### src/spi_rap_params.svh
`ifndef SPI_RAP_PARAMS_SVH
`define SPI_RAP_PARAMS_SVH
// Timing
`define CLK_PERIOD_NS 5
`define T_SCLK_HALF_NS 950
`define T_CS_HIGH_NS 1900
`define CYC_MIN(ns) (((ns) + `CLK_PERIOD_NS - 1) / `CLK_PERIOD_NS)
`define SCLK_HALF_CYC `CYC_MIN(`T_SCLK_HALF_NS)
`define CS_HIGH_CYC `CYC_MIN(`T_CS_HIGH_NS)
// Header fields
`define HDR_RW_BIT 7
`define HDR_LEN_MSB 6
`define HDR_LEN_LSB 4
`define HDR_BASE_MSB 3
`define HDR_BASE_LSB 0
`define BASE_FULL 4'h0
`define BASE_POINTER 4'hf
// Check byte
`define CRC_POLY 8'h4d
`define CRC_SEED 8'h00
// Status byte positions
`define GS_INTEGRITY 7
`define GS_ACC_FAIL 6
`define GS_FAIL_SUM 5
`define GS_LATCH 4
`define GS_BUSY 3
// Preset base addresses
`define BASE_ADDR_1 16'h0000
`define BASE_ADDR_2 16'h0002
`define BASE_ADDR_3 16'h0003
`define BASE_ADDR_4 16'h0005
`define BASE_ADDR_5 16'h0009
`define BASE_ADDR_6 16'h000c
`define BASE_ADDR_7 16'h000d
`define BASE_ADDR_8 16'h0015
`define BASE_ADDR_9 16'h0201
`define BASE_ADDR_10 16'h0205
`define BASE_ADDR_11 16'h0300
`define BASE_ADDR_12 16'h0301
`define BASE_ADDR_13 16'h0303
`define BASE_ADDR_14 16'h0306
// Controller register byte offsets
`define HREG_CMD 8'h00
`define HREG_ADDR 8'h04
`define HREG_STAT 8'h08
`define HREG_WDATA 8'h20
`define HREG_RDATA 8'h40
`endif

### src/spi_rap_pkg.sv
`default_nettype none
`include "spi_rap_params.svh"
package spi_rap_pkg;
    typedef enum logic [2:0] {
        KIND_FREE,
        KIND_MAIN,
        KIND_MAIN_BUSY,
        KIND_NVM,
        KIND_NVM_DATA
    } acc_kind_e;

    typedef enum {DV_IDLE, DV_FRAME, DV_COMMIT} dev_state_e;
    typedef enum {HS_IDLE, HS_SETUP, HS_HIGH, HS_LOW, HS_HOLD, HS_GAP} host_state_e;

    function automatic logic [7:0] crc8_byte(input logic [7:0] crc, input logic [7:0] d);
        logic [7:0] c;
        c = crc ^ d;
        for (int i = 0; i < 8; i++) begin
            c = c[7] ? ({c[6:0], 1'b0} ^ `CRC_POLY) : {c[6:0], 1'b0};
        end
        return c;
    endfunction
endpackage
`default_nettype wire

### src/spi_rap_if.sv
`timescale 1ns/100ps
`default_nettype none
interface spi_rap_if;
    logic sclk;
    logic csb_n;
    logic si;
    logic so;
    logic so_oe;
    wire so_line;
    // Pulled up while the device leaves the output floating
    assign so_line = so_oe ? so : 1'b1;
    modport device (input sclk, input csb_n, input si, input so_line, output so, output so_oe);
    modport host (output sclk, output csb_n, output si, input so_line, input so_oe);
endinterface
`default_nettype wire

### src/spi_rap_device.sv
//////////////////////////////////////////////////////////////////////////////
//////////////////////////////////////////////////////////////////////////////
`timescale 1ns/100ps
`default_nettype none
`include "spi_rap_params.svh"
module spi_rap_device
    import spi_rap_pkg::*;
(
    input wire logic i_clk_sys,
    input wire logic i_rst,
    spi_rap_if.device link,
    input wire logic i_integrity_test_flag,
    input wire logic i_failure_summary_flag,
    input wire logic i_latched_shutdown,
    input wire logic i_nvm_busy_flag,
    input wire logic [2:0] i_operating_state_code,
    input wire logic i_main_write_lock,
    input wire logic i_nvm_write_lock,
    input wire logic [15:0] i_base_pointer_reg,
    output logic [15:0] o_acc_addr,
    input wire logic [7:0] i_acc_rd_data,
    input wire logic i_acc_defined,
    input wire logic i_acc_read_only,
    input wire acc_kind_e i_acc_kind,
    output logic o_wr_en,
    output logic [15:0] o_wr_addr,
    output logic [7:0] o_wr_data,
    output logic o_access_failed_flag
);

    typedef struct packed {
        dev_state_e st;
        logic sclk_m, sclk_s, sclk_p;
        logic csb_m, csb_s, csb_p;
        logic si_m, si_s, si_p;
        logic [2:0] bitcnt;
        logic [3:0] bytecnt;
        logic [7:0] hdr;
        logic [15:0] addr;
        logic [7:0] rxsh;
        logic [7:0] tx;
        logic [7:0] rx_crc;
        logic [7:0] tx_crc;
        logic crc_ok;
        logic err;
        logic failed;
        logic so_oe;
        logic [7:0][7:0] wbuf;
        logic [3:0] wcnt;
        logic wr_en;
        logic [15:0] wr_addr;
        logic [7:0] wr_data;
    } dev_s;

    dev_s r_ff;
    dev_s nxt_r;

    function automatic logic [15:0] base_addr(input logic [3:0] sel, input logic [15:0] ptr);
        case (sel)
            4'h1: base_addr = `BASE_ADDR_1;
            4'h2: base_addr = `BASE_ADDR_2;
            4'h3: base_addr = `BASE_ADDR_3;
            4'h4: base_addr = `BASE_ADDR_4;
            4'h5: base_addr = `BASE_ADDR_5;
            4'h6: base_addr = `BASE_ADDR_6;
            4'h7: base_addr = `BASE_ADDR_7;
            4'h8: base_addr = `BASE_ADDR_8;
            4'h9: base_addr = `BASE_ADDR_9;
            4'ha: base_addr = `BASE_ADDR_10;
            4'hb: base_addr = `BASE_ADDR_11;
            4'hc: base_addr = `BASE_ADDR_12;
            4'hd: base_addr = `BASE_ADDR_13;
            4'he: base_addr = `BASE_ADDR_14;
            4'hf: base_addr = ptr;
            default: base_addr = 16'h0000;
        endcase
    endfunction

    logic wr_mode;
    logic [3:0] sel;
    logic [3:0] nadr;
    logic [3:0] ndata;
    logic [3:0] crc_idx;
    logic rise;
    logic fall;
    logic cs_fall;
    logic cs_rise;
    logic [7:0] b;
    logic [7:0] d;
    logic acc_err;
    logic end_err;

    //////////////////////////////////////////////////////////////////////////
    always_comb begin
        wr_mode = r_ff.hdr[`HDR_RW_BIT];
        sel = r_ff.hdr[`HDR_BASE_MSB:`HDR_BASE_LSB];
        nadr = (sel == `BASE_FULL) ? 4'h2 : 4'h0;
        ndata = {1'b0, r_ff.hdr[`HDR_LEN_MSB:`HDR_LEN_LSB]} + 4'h1;
        crc_idx = nadr + ndata + 4'h1;
        rise = r_ff.sclk_s & ~r_ff.sclk_p;
        fall = ~r_ff.sclk_s & r_ff.sclk_p;
        cs_fall = r_ff.csb_p & ~r_ff.csb_s;
        cs_rise = ~r_ff.csb_p & r_ff.csb_s;
        b = {r_ff.rxsh[6:0], r_ff.si_s};
        d = 8'h00;
        end_err = 1'b0;

        // Checks on the register that the current data byte reaches
        acc_err = ~i_acc_defined;
        if ((i_acc_kind == KIND_MAIN_BUSY || i_acc_kind == KIND_NVM) && i_nvm_busy_flag) begin
            acc_err = 1'b1;
        end
        if (wr_mode) begin
            if (i_acc_read_only) begin
                acc_err = 1'b1;
            end
            if (i_acc_kind == KIND_NVM_DATA && i_nvm_busy_flag) begin
                acc_err = 1'b1;
            end
            if ((i_acc_kind == KIND_MAIN || i_acc_kind == KIND_MAIN_BUSY) && i_main_write_lock) begin
                acc_err = 1'b1;
            end
            if ((i_acc_kind == KIND_NVM || i_acc_kind == KIND_NVM_DATA) && i_nvm_write_lock) begin
                acc_err = 1'b1;
            end
        end

        nxt_r = r_ff;
        nxt_r.sclk_m = link.sclk;
        nxt_r.sclk_s = r_ff.sclk_m;
        nxt_r.sclk_p = r_ff.sclk_s;
        nxt_r.csb_m = link.csb_n;
        nxt_r.csb_s = r_ff.csb_m;
        nxt_r.csb_p = r_ff.csb_s;
        nxt_r.si_m = link.si;
        nxt_r.si_s = r_ff.si_m;
        nxt_r.si_p = r_ff.si_s;
        nxt_r.wr_en = 1'b0;

        case (r_ff.st)
            DV_IDLE: begin
                if (cs_fall) begin
                    nxt_r.st = DV_FRAME;
                    nxt_r.bitcnt = 3'd0;
                    nxt_r.bytecnt = 4'd0;
                    nxt_r.hdr = 8'h00;
                    nxt_r.err = 1'b0;
                    nxt_r.crc_ok = 1'b0;
                    nxt_r.rx_crc = `CRC_SEED;
                    nxt_r.so_oe = 1'b1;
                    d[`GS_INTEGRITY] = i_integrity_test_flag;
                    d[`GS_ACC_FAIL] = r_ff.failed;
                    d[`GS_FAIL_SUM] = i_failure_summary_flag;
                    d[`GS_LATCH] = i_latched_shutdown;
                    d[`GS_BUSY] = i_nvm_busy_flag;
                    d[2:0] = i_operating_state_code;
                    nxt_r.tx = d;
                    nxt_r.tx_crc = crc8_byte(`CRC_SEED, d);
                end
            end
            DV_FRAME: begin
                if (rise) begin
                    nxt_r.rxsh = b;
                    nxt_r.bitcnt = r_ff.bitcnt + 3'd1;
                    if (r_ff.si_s != r_ff.si_p) begin
                        nxt_r.err = 1'b1;
                    end
                    if (r_ff.bitcnt == 3'd7) begin
                        if (r_ff.bytecnt != 4'hf) begin
                            nxt_r.bytecnt = r_ff.bytecnt + 4'd1;
                        end
                        if (r_ff.bytecnt < crc_idx) begin
                            nxt_r.rx_crc = crc8_byte(r_ff.rx_crc, b);
                        end
                        if (r_ff.bytecnt == 4'd0) begin
                            nxt_r.hdr = b;
                            nxt_r.addr = base_addr(b[`HDR_BASE_MSB:`HDR_BASE_LSB], i_base_pointer_reg);
                        end else if (r_ff.bytecnt <= nadr) begin
                            if (r_ff.bytecnt == 4'd1) begin
                                nxt_r.addr[15:8] = b;
                            end else begin
                                nxt_r.addr[7:0] = b;
                            end
                        end else if (r_ff.bytecnt < crc_idx) begin
                            nxt_r.wbuf[3'(r_ff.bytecnt - nadr - 4'd1)] = b;
                            nxt_r.addr = r_ff.addr + 16'h0001;
                            if (acc_err) begin
                                nxt_r.err = 1'b1;
                            end
                        end else if (r_ff.bytecnt == crc_idx) begin
                            nxt_r.crc_ok = (b == r_ff.rx_crc);
                        end else begin
                            nxt_r.err = 1'b1;
                        end
                    end
                end
                if (fall) begin
                    if (r_ff.bitcnt == 3'd0 && r_ff.bytecnt != 4'd0) begin
                        if (r_ff.bytecnt == crc_idx) begin
                            d = r_ff.tx_crc;
                        end else if (r_ff.bytecnt > nadr && r_ff.bytecnt < crc_idx && !wr_mode) begin
                            d = i_acc_rd_data;
                        end
                        nxt_r.tx = d;
                        nxt_r.tx_crc = crc8_byte(r_ff.tx_crc, d);
                    end else begin
                        nxt_r.tx = {r_ff.tx[6:0], 1'b0};
                    end
                end
                if (cs_rise) begin
                    // Partial bytes or a short frame break the 8-bit byte framing
                    end_err = r_ff.err | (r_ff.bitcnt != 3'd0) | (r_ff.bytecnt != crc_idx + 4'd1);
                    nxt_r.failed = end_err | ~r_ff.crc_ok;
                    nxt_r.so_oe = 1'b0;
                    nxt_r.wcnt = 4'd0;
                    nxt_r.st = (!end_err && r_ff.crc_ok && wr_mode) ? DV_COMMIT : DV_IDLE;
                end
            end
            DV_COMMIT: begin
                // Writes land only after the whole frame proved clean
                nxt_r.wr_en = 1'b1;
                nxt_r.wr_addr = r_ff.addr - {12'h000, ndata} + {12'h000, r_ff.wcnt};
                nxt_r.wr_data = r_ff.wbuf[r_ff.wcnt[2:0]];
                nxt_r.wcnt = r_ff.wcnt + 4'd1;
                if (r_ff.wcnt + 4'd1 == ndata) begin
                    nxt_r.st = DV_IDLE;
                end
            end
            default: nxt_r.st = DV_IDLE;
        endcase
    end

    //////////////////////////////////////////////////////////////////////////
    always_ff @(posedge i_clk_sys or posedge i_rst) begin
        if (i_rst) begin
            r_ff <= '0;
            r_ff.st <= DV_IDLE;
            r_ff.csb_m <= 1'b1;
            r_ff.csb_s <= 1'b1;
            r_ff.csb_p <= 1'b1;
        end else begin
            r_ff <= nxt_r;
        end
    end

    assign link.so = r_ff.tx[7];
    assign link.so_oe = r_ff.so_oe;
    assign o_acc_addr = r_ff.addr;
    assign o_wr_en = r_ff.wr_en;
    assign o_wr_addr = r_ff.wr_addr;
    assign o_wr_data = r_ff.wr_data;
    assign o_access_failed_flag = r_ff.failed;

endmodule
`default_nettype wire

### src/flat_wrapper.sv
// flat-port wrapper written by rule: the top's interface ports become plain ports
module spi_rap_device_flat import spi_rap_pkg::*;
  (i_clk_sys, i_rst, i_integrity_test_flag, i_failure_summary_flag, i_latched_shutdown, i_nvm_busy_flag, i_operating_state_code, i_main_write_lock, i_nvm_write_lock, i_base_pointer_reg, o_acc_addr, i_acc_rd_data, i_acc_defined, i_acc_read_only, i_acc_kind, o_wr_en, o_wr_addr, o_wr_data, o_access_failed_flag, link_sclk, link_csb_n, link_si, link_so, link_so_oe);
  spi_rap_if link_i ();
  input wire logic i_clk_sys;
  input wire logic i_rst;
  input wire logic i_integrity_test_flag;
  input wire logic i_failure_summary_flag;
  input wire logic i_latched_shutdown;
  input wire logic i_nvm_busy_flag;
  input wire logic [2:0] i_operating_state_code;
  input wire logic i_main_write_lock;
  input wire logic i_nvm_write_lock;
  input wire logic [15:0] i_base_pointer_reg;
  output logic [15:0] o_acc_addr;
  input wire logic [7:0] i_acc_rd_data;
  input wire logic i_acc_defined;
  input wire logic i_acc_read_only;
  input wire acc_kind_e i_acc_kind;
  output logic o_wr_en;
  output logic [15:0] o_wr_addr;
  output logic [7:0] o_wr_data;
  output logic o_access_failed_flag;
  input wire logic [$bits(link_i.sclk)-1:0] link_sclk;
  input wire logic [$bits(link_i.csb_n)-1:0] link_csb_n;
  input wire logic [$bits(link_i.si)-1:0] link_si;
  output wire logic [$bits(link_i.so)-1:0] link_so;
  output wire logic [$bits(link_i.so_oe)-1:0] link_so_oe;
  assign link_i.sclk = link_sclk;
  assign link_i.csb_n = link_csb_n;
  assign link_i.si = link_si;
  assign link_so = link_i.so;
  assign link_so_oe = link_i.so_oe;
  spi_rap_device u_core (.i_clk_sys(i_clk_sys), .i_rst(i_rst), .link(link_i), .i_integrity_test_flag(i_integrity_test_flag), .i_failure_summary_flag(i_failure_summary_flag), .i_latched_shutdown(i_latched_shutdown), .i_nvm_busy_flag(i_nvm_busy_flag), .i_operating_state_code(i_operating_state_code), .i_main_write_lock(i_main_write_lock), .i_nvm_write_lock(i_nvm_write_lock), .i_base_pointer_reg(i_base_pointer_reg), .o_acc_addr(o_acc_addr), .i_acc_rd_data(i_acc_rd_data), .i_acc_defined(i_acc_defined), .i_acc_read_only(i_acc_read_only), .i_acc_kind(i_acc_kind), .o_wr_en(o_wr_en), .o_wr_addr(o_wr_addr), .o_wr_data(o_wr_data), .o_access_failed_flag(o_access_failed_flag));
endmodule
### config.mk
export PLATFORM = sky130hd
export DESIGN_NAME = spi_rap_device_flat
export DESIGN_NICKNAME = d
export VERILOG_FILES = /design/src/spi_rap_pkg.sv /design/src/spi_rap_if.sv /design/src/spi_rap_device.sv /design/src/flat_wrapper.sv
export VERILOG_INCLUDE_DIRS = /design/src
export SDC_FILE = /design/constraint.sdc
export NUM_CORES = 1
export LEC_CHECK = 0
export BUFFER_PORTS_ARGS = -buffer_cell sky130_fd_sc_hd__buf_2
export CORE_MARGIN = 1.5
export CORE_UTILIZATION = 30
export DETAILED_ROUTE_END_ITERATION = 16
export GPL_ROUTABILITY_DRIVEN = 0
export PLACE_DENSITY_LB_ADDON = 0.3
export SLEW_MARGIN = 20
export SYNTH_ARGS = -nofsm -noshare
export SYNTH_HDL_FRONTEND = slang
export SYNTH_SLANG_ARGS = --single-unit
### constraint.sdc
create_clock -name i_clk_sys -period 5.32 [get_ports i_clk_sys]
set_input_delay 1.064 -clock i_clk_sys [delete_from_list [all_inputs] [get_ports i_clk_sys]]
set_output_delay 1.064 -clock i_clk_sys [all_outputs]
set_load 0.1 [all_outputs]
==> results of run 1 <==
-- power breakdown --
group | internal [mW] | leakage, nW | total [mW] | switching (mW)
logic | 0.874 | 2.67 | 1.94 | 1.06
registers | 1.41 | 2.26 | 1.67 | 0.256
clock network | 0.770 | 0.303 | 1.32 | 0.549
-- per-stage QoR --
stage	setup WS (ns)	hold WS (ns)	power [mW]	area, um^2	util, %
5_1_grt	0.9971	0.3678	5.231	11870	33.54
4_1_cts	1.258	0.3579	4.984	11870	33.52
6_report	1.355	0.3571	4.924	11870	33.54
3_5_place_dp	1.298	0.3418	3.644	11250	31.78
3_3_place_gp	1.401	0.3336	3.625	11250	31.78
2_1_floorplan	1.945	0.3312	3.255	10730	-
-- final cells by class --
class	count	area [um^2]
clock inverters	12	158.9
flip-flops and latches	170	4258
multi-input cells	742	5792
inverters	37	142.6
repair buffers	92	488.0
fillers	3621	23520
well taps	461	576.8
clock buffers	20	456.7
-- logic make-up (layout without fill, tap and decap cells) --
kind of cell,Yosys count,count (layout)
muxes,97,97
DFF,170,170
xor gates and xnor gates,125,125
AOI/OAI and AO/OA,218,218
buffers and inverters,137,161
adders and majority gates,47,47
and+or+nand+nor,255,255
-- placed cells by master, fill, tap and decap left out, types with 8 or more instances in the layout --
cell type / instances
a211oi_1: 20
a21oi_1: 41
a31oi_1: 8
buf_2: 86
clkbuf_16: 17
dfrtp_1: 167
ha_1: 42
inv_1: 36
mux2_2: 63
mux2_4: 8
mux2i_1: 10
mux4_2: 16
nand2_1: 102
nand2b_1: 10
nand3_1: 12
nand4_1: 9
nor2_1: 41
nor3_1: 14
o21ai_0: 75
o31ai_1: 9
xnor2_1: 85
xor2_1: 35
-- flip-flops by register name (all words and copies together), names as in the netlist --
register / flops
u_core.o_wr_addr: 16
u_core.nxt_r: 5
u_core.o_wr_data: 8
u_core.r_ff: 113
u_core.link.so: 1
u_core.o_wr_en: 1
u_core.link.so_oe: 1
u_core.o_acc_addr: 16
u_core.b: 8
u_core.o_access_failed_flag: 1
-- layer usage --
layer  wire length [um]  global-route usage [%]
met1              12230                   20.10
met2              13020                   25.22
met3                980                   2.558
met4                347                   3.816
met5                  0                       0
-- worst paths after layout --
path | from | to | slack (ns) | depth (start not counted)
worst min register to register | u_core.nxt_r[161] | u_core.b[0] | 0.36 | 0
worst max register to register | u_core.r_ff[146] | u_core.o_acc_addr[13] | 1.36 | 9
worst min-delay path | u_core.nxt_r[161] | u_core.b[0] | 0.36 | 0
min in group asynchronous | i_rst | u_core.link.so | 0.85 | 3
worst max-delay path | u_core.r_ff[146] | u_core.o_acc_addr[13] | 1.36 | 9
max in group asynchronous | i_rst | u_core.o_wr_addr[7] | 3.72 | 3
==> impl_metrics.json, run 1 <==
{
  "slew_headroom_pct": 29.82,
  "cts-buffers-inserted": 17,
  "path_cells": "or4_4 > ha_1 > ha_1 > or3b_2 > o21a_1 > o21ai_0 > o21ai_1 > o21ai_0 > o31ai_1",
  "dr.pass1.iters": 5,
  "yosys.area.top_type": "dfrtp_1",
  "async_flop_share_pct": 100.0,
  "start_util_pct": 30.31,
  "final-hold-violation-count": 0,
  "yosysTopAreaCellShare_pct": 38.95,
  "die_w_um": 192.1,
  "wirelength_um": 26570,
  "num_io_pins": 87,
  "drt-initial-drc-count": 480,
  "grt_setup_unrepaired": "no",
  "synth_top_family_by_area": "compound AO/OA/AOI/OAI gates",
  "finalCriticalPeriod_ns": 3.965,
  "synth_warnings": 0,
  "synth_xor_area_share_pct": 10.73,
  "worst-setup-path-type": "flop to flop",
  "clock-sinks": 170,
  "fin_nets": 1150,
  "yosys.cell_types.count": 71,
  "grt_max_degree": 171,
  "cp.arrival_ns": 4.30,
  "synthFlopType": "dfrtp_1",
  "drive_gt1_share_pct": 22.55,
  "cts_resized": 0,
  "max_freq_mhz": 252.2,
  "ctsHoldBuffers": 0,
  "yosys.area_share.simple_pct": 12.42,
  "cp_slowest_cell": "o21ai_1",
  "cp-end-kind": "flop",
  "hold_path_class": "flop to flop",
  "status": "complete, no violations",
  "path_delay_family": "compound AO/OA/AOI/OAI gates",
  "setup_viol": 0,
  "antenna_left": 0,
  "crit_buf_inv": 0,
  "stdcell_count": 1534,
  "dp.cells": 1502,
  "cp_slowest_stage_delay_ns": 0.85,
  "yosysMostFrequentCell": "dfrtp_1",
  "fin_setup_tns_ns": 0,
  "fin_crit_sh_pct": 74.53,
  "maxCapViolCount": 0,
  "die_area_um2": 36910,
  "clkTransAtPathRegs_ns": 0.07,
  "syn_area_um2": 10730,
  "die_h_um": 192.1,
  "vias_per_cell": 4.977,
  "area_growth_pct": 10.65,
  "cp.required_ns": 5.66,
  "n_antenna_cell": 0,
  "portBuffers": 86,
  "clock_latency_ns": 0.44,
  "synth_seq_area_share_pct": 39.68,
  "gr-usage-all-layers_pct": 15.07,
  "fp-row-count": 69,
  "synth-edff-count": 0,
  "ys_ff_latch": 170,
  "drc": 0,
  "postCtsSetupRepairBufs": 0,
  "drv_slew": 0,
  "core_um2": 35400,
  "grt_pass1_vias": 7709,
  "synth_top_cells_by_count": "dfrtp_1, nand2_1, xnor2_1",
  "synthTopCellsByArea": "dfrtp_1, xnor2_1, mux2_2",
  "p_leak_nw": 5.236,
  "synthMuxAreaShare_pct": 12.02,
  "avgSynthCellArea_um2": 10.23,
  "synth_cells": 1049,
  "clk_path_buf_depth": 2,
  "num_vias": 7634,
  "tightestPinTransition_ns": 1.046,
  "p_per_area_nw_per_um2": 414.7,
  "vdd_drop_max_uv": 225.7,
  "overflow": 0,
  "yosys.area_share.adder_pct": 5.830,
  "h-tree-depth": 4,
  "antenna_found_initial": 0,
  "wl_per_cell_um": 17.32,
  "start_kind": "flop",
  "grt_pass1_wl_um": 43180,
  "finalClockSkew_ns": 0.01581,
  "synth_fp_nets": 1139,
  "cts_root_buf": "clkbuf_16",
  "cts_tree": "done",
  "cp_max_fo": 24,
  "synth_compound_area_share_pct": 12.88,
  "dpl.hpwl_um": 18940
}
(Power assumes the default switching activity.)
==> run 2, diff against run 1 <==
- clock period: 5.32 -> 3.25 ns (I/O delays scaled with it)
==> impl_metrics.json, run 2 (synthesized netlist as in run 1, its figures left out) <==
{
  "status": "finished, violations left",
  "violations": "setup timing",
  "num_io_pins": 87,
  "fin_crit_sh_pct": 100.3,
  "hold_path_class": "input port to flop",
  "p_per_area_nw_per_um2": 651.9,
  "cp_slowest_cell": "or4_4",
  "cts-buffers-inserted": 17,
  "clock-sinks": 170,
  "cpMostUsedCell": "nor3_4",
  "h-tree-depth": 4,
  "grt_pass1_vias": 8080,
  "multi_input_area_um2": 6076,
  "ctsHoldBuffers": 0,
  "cp_max_fo": 8,
  "die_h_um": 192.1,
  "grt_setup_unrepaired": "yes",
  "cp-end-kind": "flop",
  "highest_layer": "met4",
  "die_w_um": 192.1,
  "finalClockSkew_ns": 0.01359,
  "gr-usage-all-layers_pct": 15.91,
  "clkTransAtPathRegs_ns": 0.07,
  "fin_nets": 1239,
  "dpl.hpwl_um": 20720,
  "max_freq_mhz": 306.9,
  "finalCriticalPeriod_ns": 3.258,
  "portBuffers": 86,
  "n_antenna_cell": 0,
  "start_util_pct": 30.31,
  "num_vias": 7966,
  "cp_slowest_stage_delay_ns": 0.58,
  "area_growth_pct": 20.43,
  "routedLengthMet1_um": 13290,
  "wl_met2_um": 13490,
  "drt-initial-drc-count": 396,
  "maxCapViolCount": 0,
  "slew_headroom_pct": 35.52,
  "final-hold-violation-count": 0,
  "fin_ws_ns": -0.008384,
  "drc": 0,
  "tightestPinTransition_ns": 0.9428,
  "cp.arrival_ns": 3.57,
  "die_area_um2": 36910,
  "cp.required_ns": 3.56,
  "rrSetupSlack_ns": -0.008,
  "dp.cells": 1579,
  "dr.pass1.iters": 7,
  "grt_max_degree": 72,
  "setup_viol": 3,
  "antenna_found_initial": 0,
  "grt_pass1_wl_um": 45370,
  "clock_latency_ns": 0.44,
  "worst-setup-path-type": "flop to flop",
  "n_fill_cell": 3575,
  "fin_util_pct": 36.51,
  "vias_per_cell": 4.908,
  "register_area_um2": 4259,
  "wl_per_cell_um": 17.38,
  "cts_tree": "done",
  "core_um2": 35400,
  "clk_path_buf_depth": 2,
  "stdcell_count": 1623,
  "p_leak_nw": 5.736,
  "overflow": 0,
  "path_cells": "or4_4 > mux2i_1 > xor2_1 > ha_1 > o21ai_2 > a21oi_4 > nor3_4 > nand4_2 > buf_6 > nor3_4 > buf_12 > mux2_4",
  "dp_slack_ns": -0.1158,
  "largest-register": "u_core.r_ff",
  "layout_common_cells": "dfrtp_1, nand2_1, buf_2",
  "largest_reg_flops": 113,
  "drv_slew": 0,
  "drive_gt1_share_pct": 30.72,
  "cts_root_buf": "clkbuf_16",
  "fp-row-count": 69,
  "final_common_cell": "dfrtp_1",
  "antenna_left": 0,
  "vdd_drop_max_uv": 504.4,
  "start_kind": "flop",
  "wl_met3_um": 1070,
  "wirelength_um": 28210
}
-- run 2: cell count changes in the layout (fill, tap and decap cells not counted), moves of 3 or more --
cell and change:
buf_12 +6, buf_4 +80, buf_6 +3, clkinv_2 -3, ha_1 -3, ha_4 +3
mux2_2 -24, mux2_4 +24, o21ai_0 -11, o21ai_1 +10
-- run 2: cell type report --
cell class | instances | share of cell area (%)
sequential | 170 | 32.96
clock inverter | 13 | 1.394
clock buffer | 19 | 3.428
tap | 461 | 4.464
timing repair buffer | 181 | 9.615
multi-input combinational | 742 | 47.02
inverter | 37 | 1.123
-- run 2: power breakdown --
group / leakage (nW) / switching [mW] / internal, mW
registers: 2.26 / 0.275 / 2.31
logic: 3.18 / 2.04 / 1.61
clock network: 0.299 / 0.923 / 1.26
total: 5.74 / 3.24 / 5.18
-- run 2: path summary, 6_finish.rpt --
| check | cells after the start | endpoint | startpoint |
|---|---|---|---|
| worst max-delay path | 12 | u_core.r_ff[47] | u_core.r_ff[146] |
| worst min-delay path | 1 | u_core.nxt_r[164] | link_csb_n |
| worst max register to register | 12 | u_core.r_ff[47] | u_core.r_ff[146] |
| worst min register to register | 0 | u_core.b[0] | u_core.nxt_r[161] |
| max in group asynchronous | 3 | u_core.o_wr_addr[14] | i_rst |
| min in group asynchronous | 2 | u_core.nxt_r[167] | i_rst |
-- run 2: what timing repair did --
item                                    4_1_cts  5_1_grt
pin swaps                                     4       26
resized for setup                             7       59
endpoints found under the setup margin       54       96
buffers inserted                              2       11
-- run 2: metrics by stage --
step                area [um^2]  TNS (ns)  hold slack (ns)  total power, mW
CTS                       12630         0           0.2818            8.454
detailed placement        11960    -1.662           0.3385            6.205
global route              12920    -4.620           0.2873            8.969
floorplan                 10790   -0.3185           0.3312            5.331
global placement          11960   -0.4782           0.3372            6.181
finish                    12920  -0.01659           0.3089            8.424
-- run 2: worst max-delay path, delay by kind of cell (launching register included) --
kind,cells,cell delay [ns]
mux,2,0.51
fa+ha+maj,1,0.28
flops,1,0.38
simple gates,4,1.22
xor+xnor,1,0.21
compound gates,2,0.22
buf+inv,2,0.32
-- run 2: layer usage --
layer / global-route usage [%] / vias up
met1: 21.11 / 3906
met4: 4.413 / 0
met2: 26.38 / 164
li1: - / 3878
met3: 2.942 / 18
met5: 0 / -
==> run 3, diff against run 2 <==
- ABC_AREA: not set -> 1
==> impl_metrics.json, run 3 <==
{
  "h-tree-depth": 4,
  "drt-initial-drc-count": 631,
  "area_growth_pct": 19.53,
  "maxCapViolCount": 0,
  "async_flop_share_pct": 100.0,
  "syn_area_um2": 10700,
  "p_per_area_nw_per_um2": 598.1,
  "final_area_um2": 12790,
  "clock_latency_ns": 0.44,
  "cp.arrival_ns": 3.61,
  "synth_top_cells_by_count": "nand2_1, o21ai_0, dfrtp_1",
  "grt_setup_unrepaired": "yes",
  "grt_pass1_wl_um": 47730,
  "drv_slew": 0,
  "cts_root_buf": "clkbuf_16",
  "wl_per_cell_um": 15.36,
  "timing.rr.start": "u_core.r_ff[149]",
  "rr_worst_depth": 23,
  "final-hold-violation-count": 0,
  "cp_max_fo": 4,
  "ctsHoldBuffers": 0,
  "clkTransAtPathRegs_ns": 0.07,
  "start_kind": "flop",
  "status": "complete, no violations",
  "gr-usage-all-layers_pct": 16.52,
  "hold_path_depth": 1,
  "n_antenna_cell": 0,
  "grt_max_degree": 107,
  "min_to": "u_core.nxt_r[164]",
  "yosysMostFrequentCell": "nand2_1",
  "cp_slowest_stage_delay_ns": 0.42,
  "synth_cells": 1388,
  "antenna_found_initial": 0,
  "vdd_drop_max_uv": 432.9,
  "worst-setup-path-type": "flop to flop",
  "p_total_mw": 7.650,
  "final_common_cell": "nand2_1",
  "vias_per_cell": 4.852,
  "num_vias": 9514,
  "clk_path_buf_depth": 2,
  "setup_viol": 0,
  "fin_setup_tns_ns": 0,
  "synthTopCellsByArea": "dfrtp_1, nand2_1, o21ai_0",
  "finalClockSkew_ns": 0.008066,
  "synth_warnings": 0,
  "cp-end-kind": "flop",
  "place_area_um2": 11730,
  "yosys.area.top_type": "dfrtp_1",
  "yosysTopAreaCellShare_pct": 39.06,
  "layout_common_cells": "nand2_1, o21ai_0, dfrtp_1",
  "overflow": 0,
  "largest-register": "u_core.r_ff",
  "antenna_left": 0,
  "cp_slowest_cell": "dfrtp_1",
  "fin_nets": 1583,
  "synthFlopType": "dfrtp_1",
  "cp.required_ns": 3.62,
  "yosys.cell_types.count": 48,
  "dr.pass1.iters": 5,
  "p_leak_nw": 6.226,
  "slew_headroom_pct": 37.75,
  "fin_crit_sh_pct": 99.76,
  "die_h_um": 191.9,
  "dpl.hpwl_um": 21230,
  "synth_seq_area_share_pct": 39.79,
  "start_util_pct": 30.75,
  "portBuffers": 86,
  "cts_tree": "done",
  "wirelength_um": 30130,
  "met2_usage_pct": 27.20,
  "cpMostUsedCell": "nand2_2",
  "die_w_um": 191.9,
  "path_delay_family": "simple AND/OR/NAND/NOR gates",
  "drc": 0,
  "r2r_end": "u_core.r_ff[101]",
  "met3_usage_pct": 2.503,
  "rrSetupSlack_ns": 0.008,
  "cts-buffers-inserted": 17,
  "ys_ff_latch": 170,
  "hp-start": "link_csb_n",
  "largest_reg_flops": 113,
  "top_usage_layer": "met2",
  "num_io_pins": 87,
  "drive_gt1_share_pct": 20.05,
  "hold_path_class": "input port to flop",
  "crit_buf_inv": 3,
  "grt_pass1_vias": 9101,
  "tightestPinTransition_ns": 0.9328,
  "synth-edff-count": 0,
  "clock-sinks": 170,
  "die_area_um2": 36810,
  "grt_use_met1_pct": 22.20,
  "max_freq_mhz": 308.4,
  "synth_fp_nets": 1478,
  "avgSynthCellArea_um2": 7.709,
  "finalCriticalPeriod_ns": 3.242,
  "path_cells": "ha_4 > inv_6 > o21ai_2 > nand2_2 > xor2_2 > ha_1 > nand2_2 > buf_4 > nor2_4 > buf_4 > nor2_1 > nand4_1 > nand2_1 > nand2_1 > nand2_2 > nand2_2 > nand2_4 > nand2_2 > nand2_2 > nand2_1 > nand3_1 > nand3_1 > a21oi_1",
  "fp-row-count": 68,
  "core_um2": 34800
}
==> run 3: changes by cell type after synthesis, moves of 16 or more <==
cell      delta
nor2_1      +62
o22ai_1     +16
nand2_1    +217
nand3_1     +47
nand2_2     +18
o21ai_0    +103
clkbuf_1    -16
mux2_2      -63
a211oi_1    -16
xnor2_1     -52
inv_1      +114
mux4_2      -16
==> run 3: what timing repair did <==
action | in CTS | in global routing
setup buffers | 15 | 7
gates resized for setup | 25 | 52
setup endpoints to repair | 75 | 80
pin swaps | 25 | 34
==> run 3: final cells by class <==
class	count	area, um^2
fillers	3578	22010
multi-input cells	973	5594
flip-flops and latches	170	4258
repair buffers	173	1170
inverters	158	601.8
well taps	455	569.3
clock buffers	21	460.4
clock inverters	11	136.4
==> run 3: cell families after synthesis <==
group	Yosys count	share of synthesized area, %
muxes	1	0.09355
AOI/OAI and AO/OA	319	16.94
adders and majority gates	47	5.847
xor gates and xnor gates	67	5.484
buffers and inverters	245	10.47
DFF	170	39.79
and+or+nand+nor	539	21.38
==> run 3: where the power goes <==
group          leakage, nW  switching [mW]  internal, mW
clock network        0.284           0.921          1.19
registers             2.21           0.204          2.30
logic                 3.73            1.85          1.18
==> run 3: metrics by stage <==
stage                     std cells  utilization [%]  hold WS (ns)  setup WS, ns
after detailed placement       1907            33.70        0.3363       -0.1668
after global placement         1907            33.70        0.3352      -0.07850
after CTS                      1954            36.02        0.3031     -0.002121
after floorplan                1388                -        0.3312       0.03518
after global routing           1961            36.75        0.3074       -0.2062
final                          1961            36.75        0.3175      0.007938
==> run 3: worst max-delay path by stage <==
stage,startpoint,endpoint,cells past startpoint
global placement,u_core.r_ff[149],u_core.r_ff[104],23
global route,u_core.r_ff[150],u_core.r_ff[97],24
CTS,u_core.r_ff[150],u_core.r_ff[104],24
finish,u_core.r_ff[149],u_core.r_ff[101],23
floorplan,u_core.r_ff[149],u_core.r_ff[104],22
detailed placement,u_core.r_ff[149],u_core.r_ff[104],23
==> run 3: worst reg2reg max path, cell delays in order, from the launching register on <==
cell,delay (ns)
dfrtp_1,0.42
ha_4,0.32
inv_6,0.05
o21ai_2,0.14
nand2_2,0.08
xor2_2,0.16
ha_1,0.31
nand2_2,0.08
buf_4,0.12
nor2_4,0.04
buf_4,0.14
nor2_1,0.08
nand4_1,0.18
nand2_1,0.15
nand2_1,0.08
nand2_2,0.10
nand2_2,0.09
nand2_4,0.09
nand2_2,0.06
nand2_2,0.10
nand2_1,0.09
nand3_1,0.09
nand3_1,0.07
a21oi_1,0.16
==> run 3: per-layer routing <==
| layer | routed length (um) | up-vias | share of wire [%] |
|---|---|---|---|
| li1 | - | 4725 | - |
| met1 | 14080 | 4533 | 47 |
| met2 | 14150 | 227 | 47 |
| met3 | 1362 | 29 | 4.5 |
| met4 | 529 | 0 | 1.8 |
| met5 | 0 | - | 0 |
